$ cat config.mk
export PLATFORM = sky130hd
export DESIGN_NAME = ubs_top
export DESIGN_NICKNAME = d
export VERILOG_FILES = /design/src/logic/ubs_pkg.sv /design/src/logic/ubs_baud_gen.sv /design/src/logic/ubs_break_det.sv /design/src/logic/ubs_top.sv
export SDC_FILE = /design/constraint.sdc
export NUM_CORES = 1
export LEC_CHECK = 0
export ABC_AREA = 1
export ABC_CLOCK_PERIOD_IN_PS = 1770
export BUFFER_PORTS_ARGS = -buffer_cell sky130_fd_sc_hd__buf_4
export CORE_UTILIZATION = 50
export CTS_CLUSTER_SIZE = 12
export DETAILED_ROUTE_END_ITERATION = 8
export PLACE_DENSITY = 0.73
export SYNTH_ARGS = -nofsm -noshare
export SYNTH_HDL_FRONTEND = slang
export SYNTH_SLANG_ARGS = --single-unit
export TNS_END_PERCENT = 50
$ cat constraint.sdc
create_clock -name clock -period 1.77 [get_ports clock]
set_input_delay 0.0885 -clock clock [delete_from_list [all_inputs] [get_ports clock]]
set_output_delay 0.0885 -clock clock [all_outputs]
set_load 0.02 [all_outputs]
$ cat src/logic/ubs_pkg.sv
// Shared constants and carrier types for the UART baud select and status block
package ubs_pkg;
  // Register map on the special function bus
  localparam int ADDR_W = 11;
  localparam logic [10:0] OFS_TIMER2_CONTROL = 11'h418;
  localparam logic [10:0] OFS_TIMER2_MODE = 11'h419;
  localparam logic [10:0] OFS_UART0_STATUS = 11'h424;
  localparam logic [10:0] OFS_UART1_STATUS = 11'h425;
  localparam logic [10:0] OFS_SYSTEM_CONFIG = 11'h440;

  // Field positions
  localparam int BIT_RX_USES_T2 = 5;
  localparam int BIT_TX_USES_T2 = 4;
  localparam int BIT_PRESCALE_HI = 3;
  localparam int BIT_PRESCALE_LO = 2;
  localparam int BIT_FRAMING = 3;
  localparam int BIT_BREAK = 2;
  localparam int BIT_OVERRUN = 1;
  localparam int BIT_STINT = 0;
  localparam logic [7:0] STATUS_MASK = 8'h0F;

  // Reset values
  localparam logic [7:0] RST_REG = 8'h00;

  // Prescaler codes and terminal counts (N - 1)
  localparam logic [1:0] PRE_DIV4 = 2'h0;
  localparam logic [1:0] PRE_DIV16 = 2'h1;
  localparam logic [1:0] PRE_DIV64 = 2'h2;
  localparam logic [1:0] PRE_RSVD = 2'h3;
  localparam logic [5:0] PRE_LAST4 = 6'h03;
  localparam logic [5:0] PRE_LAST16 = 6'h0F;
  localparam logic [5:0] PRE_LAST64 = 6'h3F;

  // Serial modes
  localparam logic [1:0] MODE_SHIFT = 2'h0;
  localparam logic [1:0] MODE_UART8 = 2'h1;
  localparam logic [1:0] MODE_FIXED9 = 2'h2;
  localparam logic [1:0] MODE_UART9 = 2'h3;

  // Timing: sample ticks per bit, fixed-mode sample divider, timer 2 top
  localparam logic [3:0] SAMPLES_LAST = 4'hF;
  localparam logic [0:0] MODE2_SAMPLE_LAST = 1'h1;
  localparam logic [15:0] T2_TOP = 16'hFFFF;
  localparam int BITS_BREAK_8 = 9;
  localparam int BITS_BREAK_9 = 10;
  localparam logic [7:0] BREAK_SAMPLES_8 = 8'(BITS_BREAK_8 * 16);
  localparam logic [7:0] BREAK_SAMPLES_9 = 8'(BITS_BREAK_9 * 16);

  // Receiver events from the shifter of one UART
  typedef struct packed {
    logic frameEnd;
    logic stopBit;
    logic bit8Arrive;
    logic rxDone;
  } ubs_rx_evt_t;

  // Rate enables for one UART direction
  typedef struct packed {
    logic sampleTick;
    logic bitTick;
  } ubs_baud_t;
endpackage

$ cat src/logic/ubs_baud_gen.sv
// Sampling and bit enables for one UART direction
`timescale 1ns/1ps
`default_nettype none
module ubs_baud_gen (
  // Clock and reset
  input wire logic clock,
  input wire logic rst_b,
  // Source selection
  input wire logic [1:0] mode,
  input wire logic useTimer2,
  input wire logic timer1Ovf,
  input wire logic timer2Ovf,
  // Rate enables
  output ubs_pkg::ubs_baud_t baud
);
  logic [3:0] sampleCnt_q;
  logic halfCnt_q;
  logic sample_d;

  // Sample enable source by mode
  always_comb
  begin
    unique case (mode)
      ubs_pkg::MODE_SHIFT: sample_d = 1'b1; // Osc rate sampling
      ubs_pkg::MODE_FIXED9: sample_d = (halfCnt_q == ubs_pkg::MODE2_SAMPLE_LAST);
      default: sample_d = useTimer2 ? timer2Ovf : timer1Ovf;
    endcase
  end

  // Halving divider for the fixed 9-bit mode
  always_ff @(posedge clock or negedge rst_b)
  begin
    if (!rst_b)
      halfCnt_q <= 1'b0;
    else
      halfCnt_q <= halfCnt_q + 1'b1;
  end

  // Sixteen samples per bit; bit enable on the last one
  always_ff @(posedge clock or negedge rst_b)
  begin
    if (!rst_b)
    begin
      sampleCnt_q <= 4'h0;
      baud <= '0;
    end
    else
    begin
      baud.sampleTick <= sample_d;
      baud.bitTick <= sample_d && (sampleCnt_q == ubs_pkg::SAMPLES_LAST);
      if (sample_d)
        sampleCnt_q <= sampleCnt_q + 4'h1;
    end
  end
endmodule // ubs_baud_gen
`default_nettype wire

$ cat src/logic/ubs_break_det.sv
// Start-of-break detector watching one receive line
`timescale 1ns/1ps
`default_nettype none
module ubs_break_det (
  // Clock and reset
  input wire logic clock,
  input wire logic rst_b,
  // Line and timing
  input wire logic rxLevel,
  input wire logic sampleTick,
  input wire logic [1:0] mode,
  // Event
  output logic breakSet
);
  logic [7:0] lowCnt_q;
  logic [7:0] limit;

  // Nine or ten bit times of zero, start and data positions without the stop position
  always_comb
  begin
    unique case (mode)
      ubs_pkg::MODE_UART8: limit = ubs_pkg::BREAK_SAMPLES_8;
      ubs_pkg::MODE_SHIFT: limit = 8'h00;
      default: limit = ubs_pkg::BREAK_SAMPLES_9;
    endcase
  end

  // Runs apart from the shifter; saturates so one break sets once
  always_ff @(posedge clock or negedge rst_b)
  begin
    if (!rst_b)
    begin
      lowCnt_q <= 8'h00;
      breakSet <= 1'b0;
    end
    else
    begin
      breakSet <= 1'b0;
      if (rxLevel || limit == 8'h00)
        lowCnt_q <= 8'h00;
      else if (sampleTick && lowCnt_q != limit)
      begin
        lowCnt_q <= lowCnt_q + 8'h01;
        breakSet <= (lowCnt_q + 8'h01) == limit;
      end
    end
  end

  property p_break_count;
    @(posedge clock) disable iff (!rst_b)
    breakSet |-> (lowCnt_q == limit) && !$past(rxLevel);
  endproperty
  a_break_count: assert property (p_break_count) else $error("break flagged early");
endmodule // ubs_break_det
`default_nettype wire

$ cat src/logic/ubs_top.sv
// Baud source selection, timer prescaler and extended receive status for two UARTs
`timescale 1ns/1ps
`default_nettype none
module ubs_top (
  // Clock and reset
  input wire logic clock,
  input wire logic rst_b,
  // Special function register port
  input wire logic [10:0] sfrAddr,
  input wire logic sfrWrEn,
  input wire logic sfrRdEn,
  input wire logic [7:0] sfrWrData,
  output logic [7:0] sfrRdData,
  // UART side
  input wire logic [1:0][1:0] uartMode,
  input wire ubs_pkg::ubs_rx_evt_t [1:0] rxEvt,
  input wire logic [1:0] rxdPin,
  output ubs_pkg::ubs_baud_t [1:0] txBaud,
  output ubs_pkg::ubs_baud_t [1:0] rxBaud,
  output logic [1:0] rxIrq,
  // Timer side
  input wire logic timer1Ovf,
  input wire logic [15:0] timer2Reload,
  output logic timerClockTick,
  output logic timer2Ovf
);
  logic [7:0] t2Control_q;
  logic [7:0] t2Mode_q;
  logic [7:0] sysConfig_q;
  logic [1:0][7:0] status_q;
  logic [1:0] prescSel;
  logic [5:0] prescCnt_q;
  logic [5:0] prescLast;
  logic [15:0] t2Cnt_q;
  logic [1:0] rxUsesT2;
  logic [1:0] txUsesT2;
  logic [1:0] rxSync1_q;
  logic [1:0] rxSync2_q;
  logic [1:0] rxSync3_q;
  logic [1:0] rxLevel_q;
  logic [1:0] breakSet;

  // Register address match, shared by write and read decode
  function automatic logic addrHit(input logic [10:0] addr, input logic [10:0] ofs);
    addrHit = (addr == ofs);
  endfunction

  // Timer 2 select bits: UART0 in control, UART1 in mode register
  assign rxUsesT2 = {t2Mode_q[ubs_pkg::BIT_RX_USES_T2], t2Control_q[ubs_pkg::BIT_RX_USES_T2]};
  assign txUsesT2 = {t2Mode_q[ubs_pkg::BIT_TX_USES_T2], t2Control_q[ubs_pkg::BIT_TX_USES_T2]};
  assign prescSel = {sysConfig_q[ubs_pkg::BIT_PRESCALE_HI], sysConfig_q[ubs_pkg::BIT_PRESCALE_LO]};

  // Control registers; bits not used here still read back for other blocks
  always_ff @(posedge clock or negedge rst_b)
  begin
    if (!rst_b)
    begin
      t2Control_q <= ubs_pkg::RST_REG;
      t2Mode_q <= ubs_pkg::RST_REG;
      sysConfig_q <= ubs_pkg::RST_REG;
    end
    else if (sfrWrEn)
    begin
      if (addrHit(sfrAddr, ubs_pkg::OFS_TIMER2_CONTROL))
        t2Control_q <= sfrWrData;
      if (addrHit(sfrAddr, ubs_pkg::OFS_TIMER2_MODE))
        t2Mode_q <= sfrWrData;
      if (addrHit(sfrAddr, ubs_pkg::OFS_SYSTEM_CONFIG))
        sysConfig_q <= sfrWrData;
    end
  end

  // Read data registered on the read strobe; unmapped reads give zero
  always_ff @(posedge clock or negedge rst_b)
  begin
    if (!rst_b)
      sfrRdData <= 8'h00;
    else if (sfrRdEn)
    begin
      if (addrHit(sfrAddr, ubs_pkg::OFS_TIMER2_CONTROL))
        sfrRdData <= t2Control_q;
      else if (addrHit(sfrAddr, ubs_pkg::OFS_TIMER2_MODE))
        sfrRdData <= t2Mode_q;
      else if (addrHit(sfrAddr, ubs_pkg::OFS_SYSTEM_CONFIG))
        sfrRdData <= sysConfig_q;
      else if (addrHit(sfrAddr, ubs_pkg::OFS_UART0_STATUS))
        sfrRdData <= status_q[0];
      else if (addrHit(sfrAddr, ubs_pkg::OFS_UART1_STATUS))
        sfrRdData <= status_q[1];
      else
        sfrRdData <= 8'h00;
    end
  end

  // Prescaler terminal count; reserved code stops the timer clock
  always_comb
  begin
    unique case (prescSel)
      ubs_pkg::PRE_DIV4: prescLast = ubs_pkg::PRE_LAST4;
      ubs_pkg::PRE_DIV16: prescLast = ubs_pkg::PRE_LAST16;
      ubs_pkg::PRE_DIV64: prescLast = ubs_pkg::PRE_LAST64;
      ubs_pkg::PRE_RSVD: prescLast = 6'h00;
    endcase
  end

  // Shared timer clock enable, never faster than osc/4
  always_ff @(posedge clock or negedge rst_b)
  begin
    if (!rst_b)
    begin
      prescCnt_q <= 6'h00;
      timerClockTick <= 1'b0;
    end
    else if (prescSel == ubs_pkg::PRE_RSVD)
    begin
      prescCnt_q <= 6'h00;
      timerClockTick <= 1'b0;
    end
    else
    begin
      timerClockTick <= (prescCnt_q >= prescLast);
      prescCnt_q <= (prescCnt_q >= prescLast) ? 6'h00 : prescCnt_q + 6'h01;
    end
  end

  // Timer 2 as up-counting baud generator over the full 16-bit range
  always_ff @(posedge clock or negedge rst_b)
  begin
    if (!rst_b)
    begin
      t2Cnt_q <= 16'h0000;
      timer2Ovf <= 1'b0;
    end
    else
    begin
      timer2Ovf <= 1'b0;
      // Idle timer parks at its reload, so the first period after selection is whole
      if (!(|rxUsesT2 || |txUsesT2))
        t2Cnt_q <= timer2Reload;
      else if (timerClockTick)
      begin
        if (t2Cnt_q == ubs_pkg::T2_TOP)
        begin
          t2Cnt_q <= timer2Reload; // Reload bounds set by software
          timer2Ovf <= 1'b1;
        end
        else
          t2Cnt_q <= t2Cnt_q + 16'h0001;
      end
    end
  end

  // Line synchroniser: first stage feeds only the second
  always_ff @(posedge clock or negedge rst_b)
  begin
    if (!rst_b)
    begin
      rxSync1_q <= 2'h3;
      rxSync2_q <= 2'h3;
      rxSync3_q <= 2'h3;
      rxLevel_q <= 2'h3;
    end
    else
    begin
      rxSync1_q <= rxdPin;
      rxSync2_q <= rxSync1_q;
      rxSync3_q <= rxSync2_q;
      for (int i = 0; i < 2; i++)
        if (rxSync2_q[i] == rxSync3_q[i])
          rxLevel_q[i] <= rxSync3_q[i];
    end
  end

  // Per-UART rate generation, break detect and status
  for (genvar u = 0; u < 2; u++)
  begin : g_uart
    ubs_baud_gen u_tx (
      .clock(clock),
      .rst_b(rst_b),
      .mode(uartMode[u]),
      .useTimer2(txUsesT2[u]),
      .timer1Ovf(timer1Ovf),
      .timer2Ovf(timer2Ovf),
      .baud(txBaud[u])
    );
    ubs_baud_gen u_rx (
      .clock(clock),
      .rst_b(rst_b),
      .mode(uartMode[u]),
      .useTimer2(rxUsesT2[u]),
      .timer1Ovf(timer1Ovf),
      .timer2Ovf(timer2Ovf),
      .baud(rxBaud[u])
    );
    ubs_break_det u_brk (
      .clock(clock),
      .rst_b(rst_b),
      .rxLevel(rxLevel_q[u]),
      .sampleTick(rxBaud[u].sampleTick),
      .mode(uartMode[u]),
      .breakSet(breakSet[u])
    );

    // Sticky flags: hardware set wins over a software clear
    always_ff @(posedge clock or negedge rst_b)
    begin
      if (!rst_b)
        status_q[u] <= ubs_pkg::RST_REG;
      else
      begin
        if (sfrWrEn && addrHit(sfrAddr, u == 0 ? ubs_pkg::OFS_UART0_STATUS
                                               : ubs_pkg::OFS_UART1_STATUS))
          status_q[u] <= sfrWrData & ubs_pkg::STATUS_MASK;
        if (rxEvt[u].frameEnd && !rxEvt[u].stopBit)
          status_q[u][ubs_pkg::BIT_FRAMING] <= 1'b1;
        if (breakSet[u])
          status_q[u][ubs_pkg::BIT_BREAK] <= 1'b1;
        if (rxEvt[u].bit8Arrive && rxEvt[u].rxDone)
          status_q[u][ubs_pkg::BIT_OVERRUN] <= 1'b1;
      end
    end

    // Receive request merges done flag with enabled status flags
    assign rxIrq[u] = rxEvt[u].rxDone || (status_q[u][ubs_pkg::BIT_STINT] &&
                      |status_q[u][ubs_pkg::BIT_FRAMING:ubs_pkg::BIT_OVERRUN]);

    property p_framing;
      @(posedge clock) disable iff (!rst_b)
      rxEvt[u].frameEnd && !rxEvt[u].stopBit |=> status_q[u][ubs_pkg::BIT_FRAMING];
    endproperty
    a_framing: assert property (p_framing) else $error("framing flag not set");

    property p_overrun;
      @(posedge clock) disable iff (!rst_b)
      rxEvt[u].bit8Arrive && rxEvt[u].rxDone |=> status_q[u][ubs_pkg::BIT_OVERRUN] ##1
      (status_q[u][ubs_pkg::BIT_OVERRUN] || $past(sfrWrEn));
    endproperty
    a_overrun: assert property (p_overrun) else $error("overrun flag lost");

    property p_irq;
      @(posedge clock) disable iff (!rst_b)
      status_q[u][ubs_pkg::BIT_STINT] && $rose(status_q[u][ubs_pkg::BIT_BREAK]) |-> rxIrq[u];
    endproperty
    a_irq: assert property (p_irq) else $error("status interrupt missing");

    property p_mode0;
      @(posedge clock) disable iff (!rst_b)
      uartMode[u] == ubs_pkg::MODE_SHIFT ##1 uartMode[u] == ubs_pkg::MODE_SHIFT
      |-> rxBaud[u].sampleTick;
    endproperty
    a_mode0: assert property (p_mode0) else $error("mode 0 sample rate wrong");

    property p_bit_spacing;
      @(posedge clock) disable iff (!rst_b)
      rxBaud[u].bitTick && uartMode[u] == ubs_pkg::MODE_SHIFT ##1
      uartMode[u] == ubs_pkg::MODE_SHIFT [*8] |-> !rxBaud[u].bitTick [*8];
    endproperty
    a_bit_spacing: assert property (p_bit_spacing) else $error("bit tick too soon");

    property p_t2_route;
      @(posedge clock) disable iff (!rst_b)
      timer2Ovf && rxUsesT2[u] && uartMode[u] == ubs_pkg::MODE_UART8 ##1
      uartMode[u] == ubs_pkg::MODE_UART8 |-> rxBaud[u].sampleTick;
    endproperty
    a_t2_route: assert property (p_t2_route) else $error("timer 2 not routed");
  end

  property p_presc4;
    @(posedge clock) disable iff (!rst_b)
    timerClockTick && prescSel == ubs_pkg::PRE_DIV4 |=> !timerClockTick [*3];
  endproperty
  a_presc4: assert property (p_presc4) else $error("timer clock above osc/4");

  property p_presc_rsvd;
    @(posedge clock) disable iff (!rst_b)
    prescSel == ubs_pkg::PRE_RSVD ##1 prescSel == ubs_pkg::PRE_RSVD |-> !timerClockTick;
  endproperty
  a_presc_rsvd: assert property (p_presc_rsvd) else $error("reserved prescale ticks");

  property p_t2_reload;
    @(posedge clock) disable iff (!rst_b)
    timer2Ovf |-> t2Cnt_q == $past(timer2Reload);
  endproperty
  a_t2_reload: assert property (p_t2_reload) else $error("timer 2 reload wrong");
endmodule // ubs_top
`default_nettype wire
# Word level (Yosys, flattened, before mapping)
# Index checks and enable logic that the tools add are counted.
[word_totals]
elab_cells = 160
regBits = 118
inputBits = 54
out_inout_bits = 20
ramBits = 0
latch_bits = 0
memories = 0
rom_bits = 0
[classes]
reduce_logical = 41
add_sub_neg = 12
magnitude_cmp = 1
bitwise = 0
n_shift = 0
n_mul = 0
mux = 41
div_mod_pow = 0
eq_ne = 24
[op_table]
columns = ["operator", "n"]
rows = [
  ["8-bit 2-to-1 mux", 7],
  ["11-bit == test (second input constant)", 5],
  ["16-bit 2-to-1 mux", 3],
  ["8-bit case mux with 2 select lines", 2],
  ["6-bit case mux with 4 select lines", 1],
  ["1-bit 2-to-1 mux", 18],
  ["16-bit by 1-bit adder with 16-bit output (second input constant)", 1],
  ["4-bit by 1-bit adder with 4-bit output (second input constant)", 4],
  ["8-bit by 1-bit adder with 8-bit output (second input constant)", 2],
  ["16-bit == test (second input constant)", 1],
  ["4-bit == test (second input constant)", 4],
  ["8-bit == test", 2],
  ["8-bit logical NOT", 2],
  ["4-bit 2-to-1 mux", 4],
  ["8-bit inequality test", 2],
  ["2-bit nonzero test", 8],
  ["1-bit logical AND", 14],
  ["6-bit 2-to-1 mux", 2],
  ["2-bit == test (second input constant)", 4],
  ["1-bit case mux with 2 select lines", 4],
  ["6-bit by 1-bit adder with 6-bit output (second input constant)", 1],
  ["2-bit by 1-bit == test with 1-bit output (second input constant)", 3],
  ["6-bit greater-or-equal comparator", 1],
  ["2-bit logical NOT", 3],
  ["8 further kinds", 21],
]

# Depth between registers and ports, before layout
[logic_depth]
depth_word = 6
mapped_depth = 12
ltp_nobuf = 11

# Cells and area by module
# From an unflattened synthesis, not the netlist that was laid out.
[hier_totals]
hier_cells = 948
area_unflattened_um2 = 7199.4
[modules_own_cells]
columns = ["module", "seq_area_each_um2", "instances", "cells_per_inst", "area_per_inst_um2"]
rows = [
  ["ubs_top", 1811.7, 1, 536, 4174.0],
  ["ubs_break_det", 225.2, 2, 118, 772.0],
  ["ubs_baud_gen", 175.2, 4, 44, 370.4],
]

# Worst setup path after synthesis
# No wires, ideal clock.
[synth_timing]
path_kind = "reg2reg"
start = "register sysConfig_q[2]"
end = "register prescCnt_q[3]"
slack_ns = 0.024
n_path_buf = 0
setup_time_ns = 0.089
stages_incl_launch_ff = 8
synth_period_minus_slack_ns = 1.746
required_time_ns = 1.681
arrival_ns = 1.656
path_cell_list = "dfrtp_1 inv_1 ha_1 ha_1 a21oi_1 o21a_1 nand4_1 nor3b_1"
[synth_via]
elab_chain_cells = 5
elab_cells_between_ends = 8
classes_between = "1 x order compare; 3 x eq/ne; 3 x mux; 1 x reduce/logical"
[synth_lines]
columns = ["item", "line", "rtl"]
rows = [
  ["start, declared", "ubs_top.sv:29", "logic [7:0] sysConfig_q;"],
  ["start signal, assigned", "ubs_top.sv:60", "sysConfig_q <= ubs_pkg::RST_REG;"],
  ["start signal, assigned", "ubs_top.sv:69", "sysConfig_q <= sfrWrData;"],
  ["2-bit == test (tied with other cells)", "ubs_top.sv:98, ubs_top.sv:114", ""],
  ["6-bit case mux with 4 select lines", "ubs_top.sv:98", "unique case (prescSel)"],
  ["6-bit greater-or-equal comparator", "ubs_top.sv:122", "prescCnt_q <= (prescCnt_q >= prescLast) ? 6'h00 : prescCnt_q + 6'h01;"],
  ["6-bit 2-to-1 mux", "ubs_top.sv:122", ""],
  ["6-bit 2-to-1 mux *", "ubs_top.sv:114", "else if (prescSel == ubs_pkg::PRE_RSVD)"],
  ["end signal, assigned", "ubs_top.sv:122", ""],
  ["end, declared", "ubs_top.sv:32", "logic [5:0] prescCnt_q;"],
]
# Mark *: on every way between the ends. The rest lies on a longest branch, timed or not.
# A chain may end at the register's enable or synchronous reset.

# Worst setup path after layout
[layout_timing]
start = "register sysConfig_q[2]"
end = "register prescCnt_q[5]"
# Same word-level chain as after synthesis.

==> reports/qor.csv <==
metric,value,unit
VDD IR max,863,µV
crit path time final,1.76,ns
Die ar.,13300,µm²
Slew Limit Headroom,0.691,
Synth Register Bits,118,
Slew Limit Fails,0,
largest net degree at the start of global routing,45,
Synth Area in Compound Gates,0.0669,
clock sinks,118,
Core ar.,12600,µm²
HPWL Detailed,10100,µm
Skew-Pair Late Insertion Delay,0.41,ns
share of the synthesized area in the top cell type,0.429,
gr usage total,0.239,
cell count after placement,1044,
GPL Wtd Cong,0.871,
period utilization,0.992,
clock group share of total power,0.474,
Ys Warns,0,
switching power,2.00,mW
cell-internal power,6.13,mW
crit start category,register,
synth unique cells,42,
DR DRC count,0,
TritonRoute pass-1 iters,5,
vias in the first global route,5336,
count of non-filler cells in the finished layout,1110,
xor and xnor area share after synthesis,0.0560,
status,"finished, final reports clean",
endpoint of the worst hold path,t2Cnt_q[0],
Syn Inst Count,793,
Hold Path Cell Cnt,5,
Cell Rows,41,
via count,5622,
Die X,115,µm
TritonCTS clock tree,done,
multiplexer share of the synthesized area,0,
post-synth top area cell,dfrtp_1,
WL final,15000,µm
starting density of the core,0.510,
worst-path fanout max,3,
Layout area overhead,30.7,%
final design utilization,0.667,
RR Startpoint,sysConfig_q[2],
Synth area leaders,"dfrtp_1 (43%), nand2_1 (14%), nand3_1 (6.8%)",
Slew @ Worst Pin,0.461,ns
Comb pwr share,0.130,
first-pass GRT wire length,24700,µm
Reg2Reg Setup Slack,0.01,ns
Worst setup EP type,register,
CTS max path bufs,2,
initial antenna violation count,0,
final setup fails,0,
Reg power frac,0.396,
WP data arrival,2.09,ns
share of layout cells above drive strength 1,0.205,
DRT antenna net count,0,
io pins,74,
largest family of logic cells by synthesized area,simple AND/OR/NAND/NOR gates,
HP Start,timer2Reload[0],
wire per inst,13.5,µm
Final nets,1000,
RSZ-0062 raised after global routing,true,
Num CTS Buffers,17,
synthesized area,6410,µm²
Avg Vias per Cell,5.06,
H-tree Lvls,4,
Power Density,971,nW/µm²
Critical Path RT,2.10,ns
port bufs,73,
Clock transition at path regs,0.05,ns
CTS root buffer,clkbuf_16,
GRT overflow,0,
Post-Synth Simple-Gate Area,0.303,
Hold WS,0.0216,ns
Max Freq,570,MHz
Crit Path Category,register to register,
"Seq/Total Area, Yosys",0.462,
LEAKAGE,4.17,nW
Sw Ratio,0.246,
Final Hold Viols,0,
Die Y,115,µm
Mapped Avg Cell Area,8.09,µm²
Hold Crit Class,primary input to register,
Post-Syn Nets,868,
max-cap violations,0,
Reg-to-Reg End,prescCnt_q[5],
Worst R2R Path Depth,9,
adder-cell share of the synthesized area,0.0441,
Layout Skew,0.0169,ns
# diodes,0,
DR iter-0 viols,318,
## per-stage QoR
step | total power, mW | TNS (ns) | area [µm²] | worst slack (ns)
after floorplan | 3.86 | 0 | 6410 | 0.0241
after global placement | 4.20 | 0 | 7260 | 0.0122
after detailed placement | 4.26 | -0.0675 | 7260 | -0.0198
after CTS | 8.20 | 0 | 8260 | 0.0373
after global routing | 8.48 | -0.429 | 8380 | -0.0936
final | 8.14 | 0 | 8380 | 0.0146
## sequential cells by signal (all words and copies together), names as in the netlist, 4 cells and up
| register | flops |
|---|---|
| g_uart.u_brk.lowCnt_q | 16 |
| g_uart.u_rx.baud | 4 |
| g_uart.u_rx.sampleCnt_q | 8 |
| g_uart.u_tx.baud | 4 |
| g_uart.u_tx.sampleCnt_q | 8 |
| prescCnt_q | 6 |
| sfrRdData | 8 |
| status_q | 8 |
| sysConfig_q | 8 |
| t2Cnt_q | 16 |
| t2Control_q | 8 |
| t2Mode_q | 8 |
## cells in the mapped netlist (all sizes together)
library cell / count
o221ai: 2
o22ai: 3
and3: 1
dfstp: 8
nand2: 237
nor3b: 1
nor3: 5
nand4: 12
maj3: 2
o21ai: 55
dfrtp: 110
or2: 1
nand3b: 6
nor2: 73
ha: 21
xor2: 27
clkinv: 1
o31ai: 1
a21oi: 5
clkbuf: 2
inv: 99
xnor2: 14
o21a: 1
buf: 8
a211o: 2
o211ai: 3
o21bai: 1
nand3: 92
## power by group through the flow
stage | Sequential (mW) | Combinational (mW) | Clock, mW
floorplan | 3.23 | 0.631 | 0
global placement | 3.25 | 0.950 | 0
detailed placement | 3.26 | 1.00 | 0
CTS | 3.23 | 1.06 | 3.91
global route | 3.26 | 1.19 | 4.03
finish | 3.23 | 1.06 | 3.85
## metal layers
layer	routed length [µm]	GRT usage	share of wire
met5	0	0	0
met4	192	0.0840	0.013
met3	652	0.0569	0.044
met2	7280	0.393	0.49
met1	6830	0.308	0.46
## timing repair
item                                    4_1_cts  5_1_grt
pin swaps                                     1        6
buffers inserted                              1        3
cloned                                        0        0
hold endpoints to repair                     70        0
resized for setup                             3       23
endpoints found under the setup margin        5        7
hold buffers                                 30        0
## area by class of cell
cell class / instances / area, µm²
timing repair buffer: 123 / 1030
fill: 997 / 4190
clock buffer: 25 / 495
clock inverter: 7 / 166
sequential: 118 / 2960
tap: 172 / 215
inverter: 100 / 379
multi-input combinational: 565 / 3130
## critical path: stages (launching register included)
cell	delay, ns
dfrtp_1	0.40
inv_2	0.08
ha_4	0.21
ha_1	0.28
nand2_1	0.08
inv_1	0.05
o211ai_1	0.10
nand4_1	0.21
buf_4	0.19
nor2_1	0.09
## how the worst max path moves through the flow
stage / start / end / cells after the start / slack [ns]
after floorplan: sysConfig_q[2] / prescCnt_q[3] / 7 / 0.02
after global placement: sysConfig_q[2] / prescCnt_q[0] / 8 / 0.01
after detailed placement: sysConfig_q[2] / prescCnt_q[2] / 8 / -0.02
after CTS: sysConfig_q[2] / prescCnt_q[0] / 9 / 0.04
after global routing: sysConfig_q[2] / prescCnt_q[5] / 9 / -0.09
final: sysConfig_q[2] / prescCnt_q[5] / 9 / 0.01
## logic make-up after synthesis
kind of cell	Yosys count
buf+inv	110
compound gates	73
fa+ha+maj	23
flops	118
xor+xnor	41
simple gates	428
## cells in the final DEF (no fill, tap or decap), types with 4 or more instances in the layout
cell type      count
xor2_1            27
xnor2_1           14
clkbuf_16         17
inv_1             87
nor2_4            10
nand3_2            4
nor2_2             8
nand3_1           87
nor3_1             4
ha_4               6
clkbuf_8           4
bufinv_16          5
clkbuf_1           4
nand3b_1           6
nor2_1            55
buf_4             89
o21ai_2            8
o21ai_1           31
dfrtp_1          110
dlygate4sd3_1     30
o21ai_0           16
inv_2             11
nand2_1          231
dfstp_2            8
ha_1              14
nand2_2            4
nand4_1           10
a21oi_1            4
Note: power is estimated with default switching activity, not from simulation.
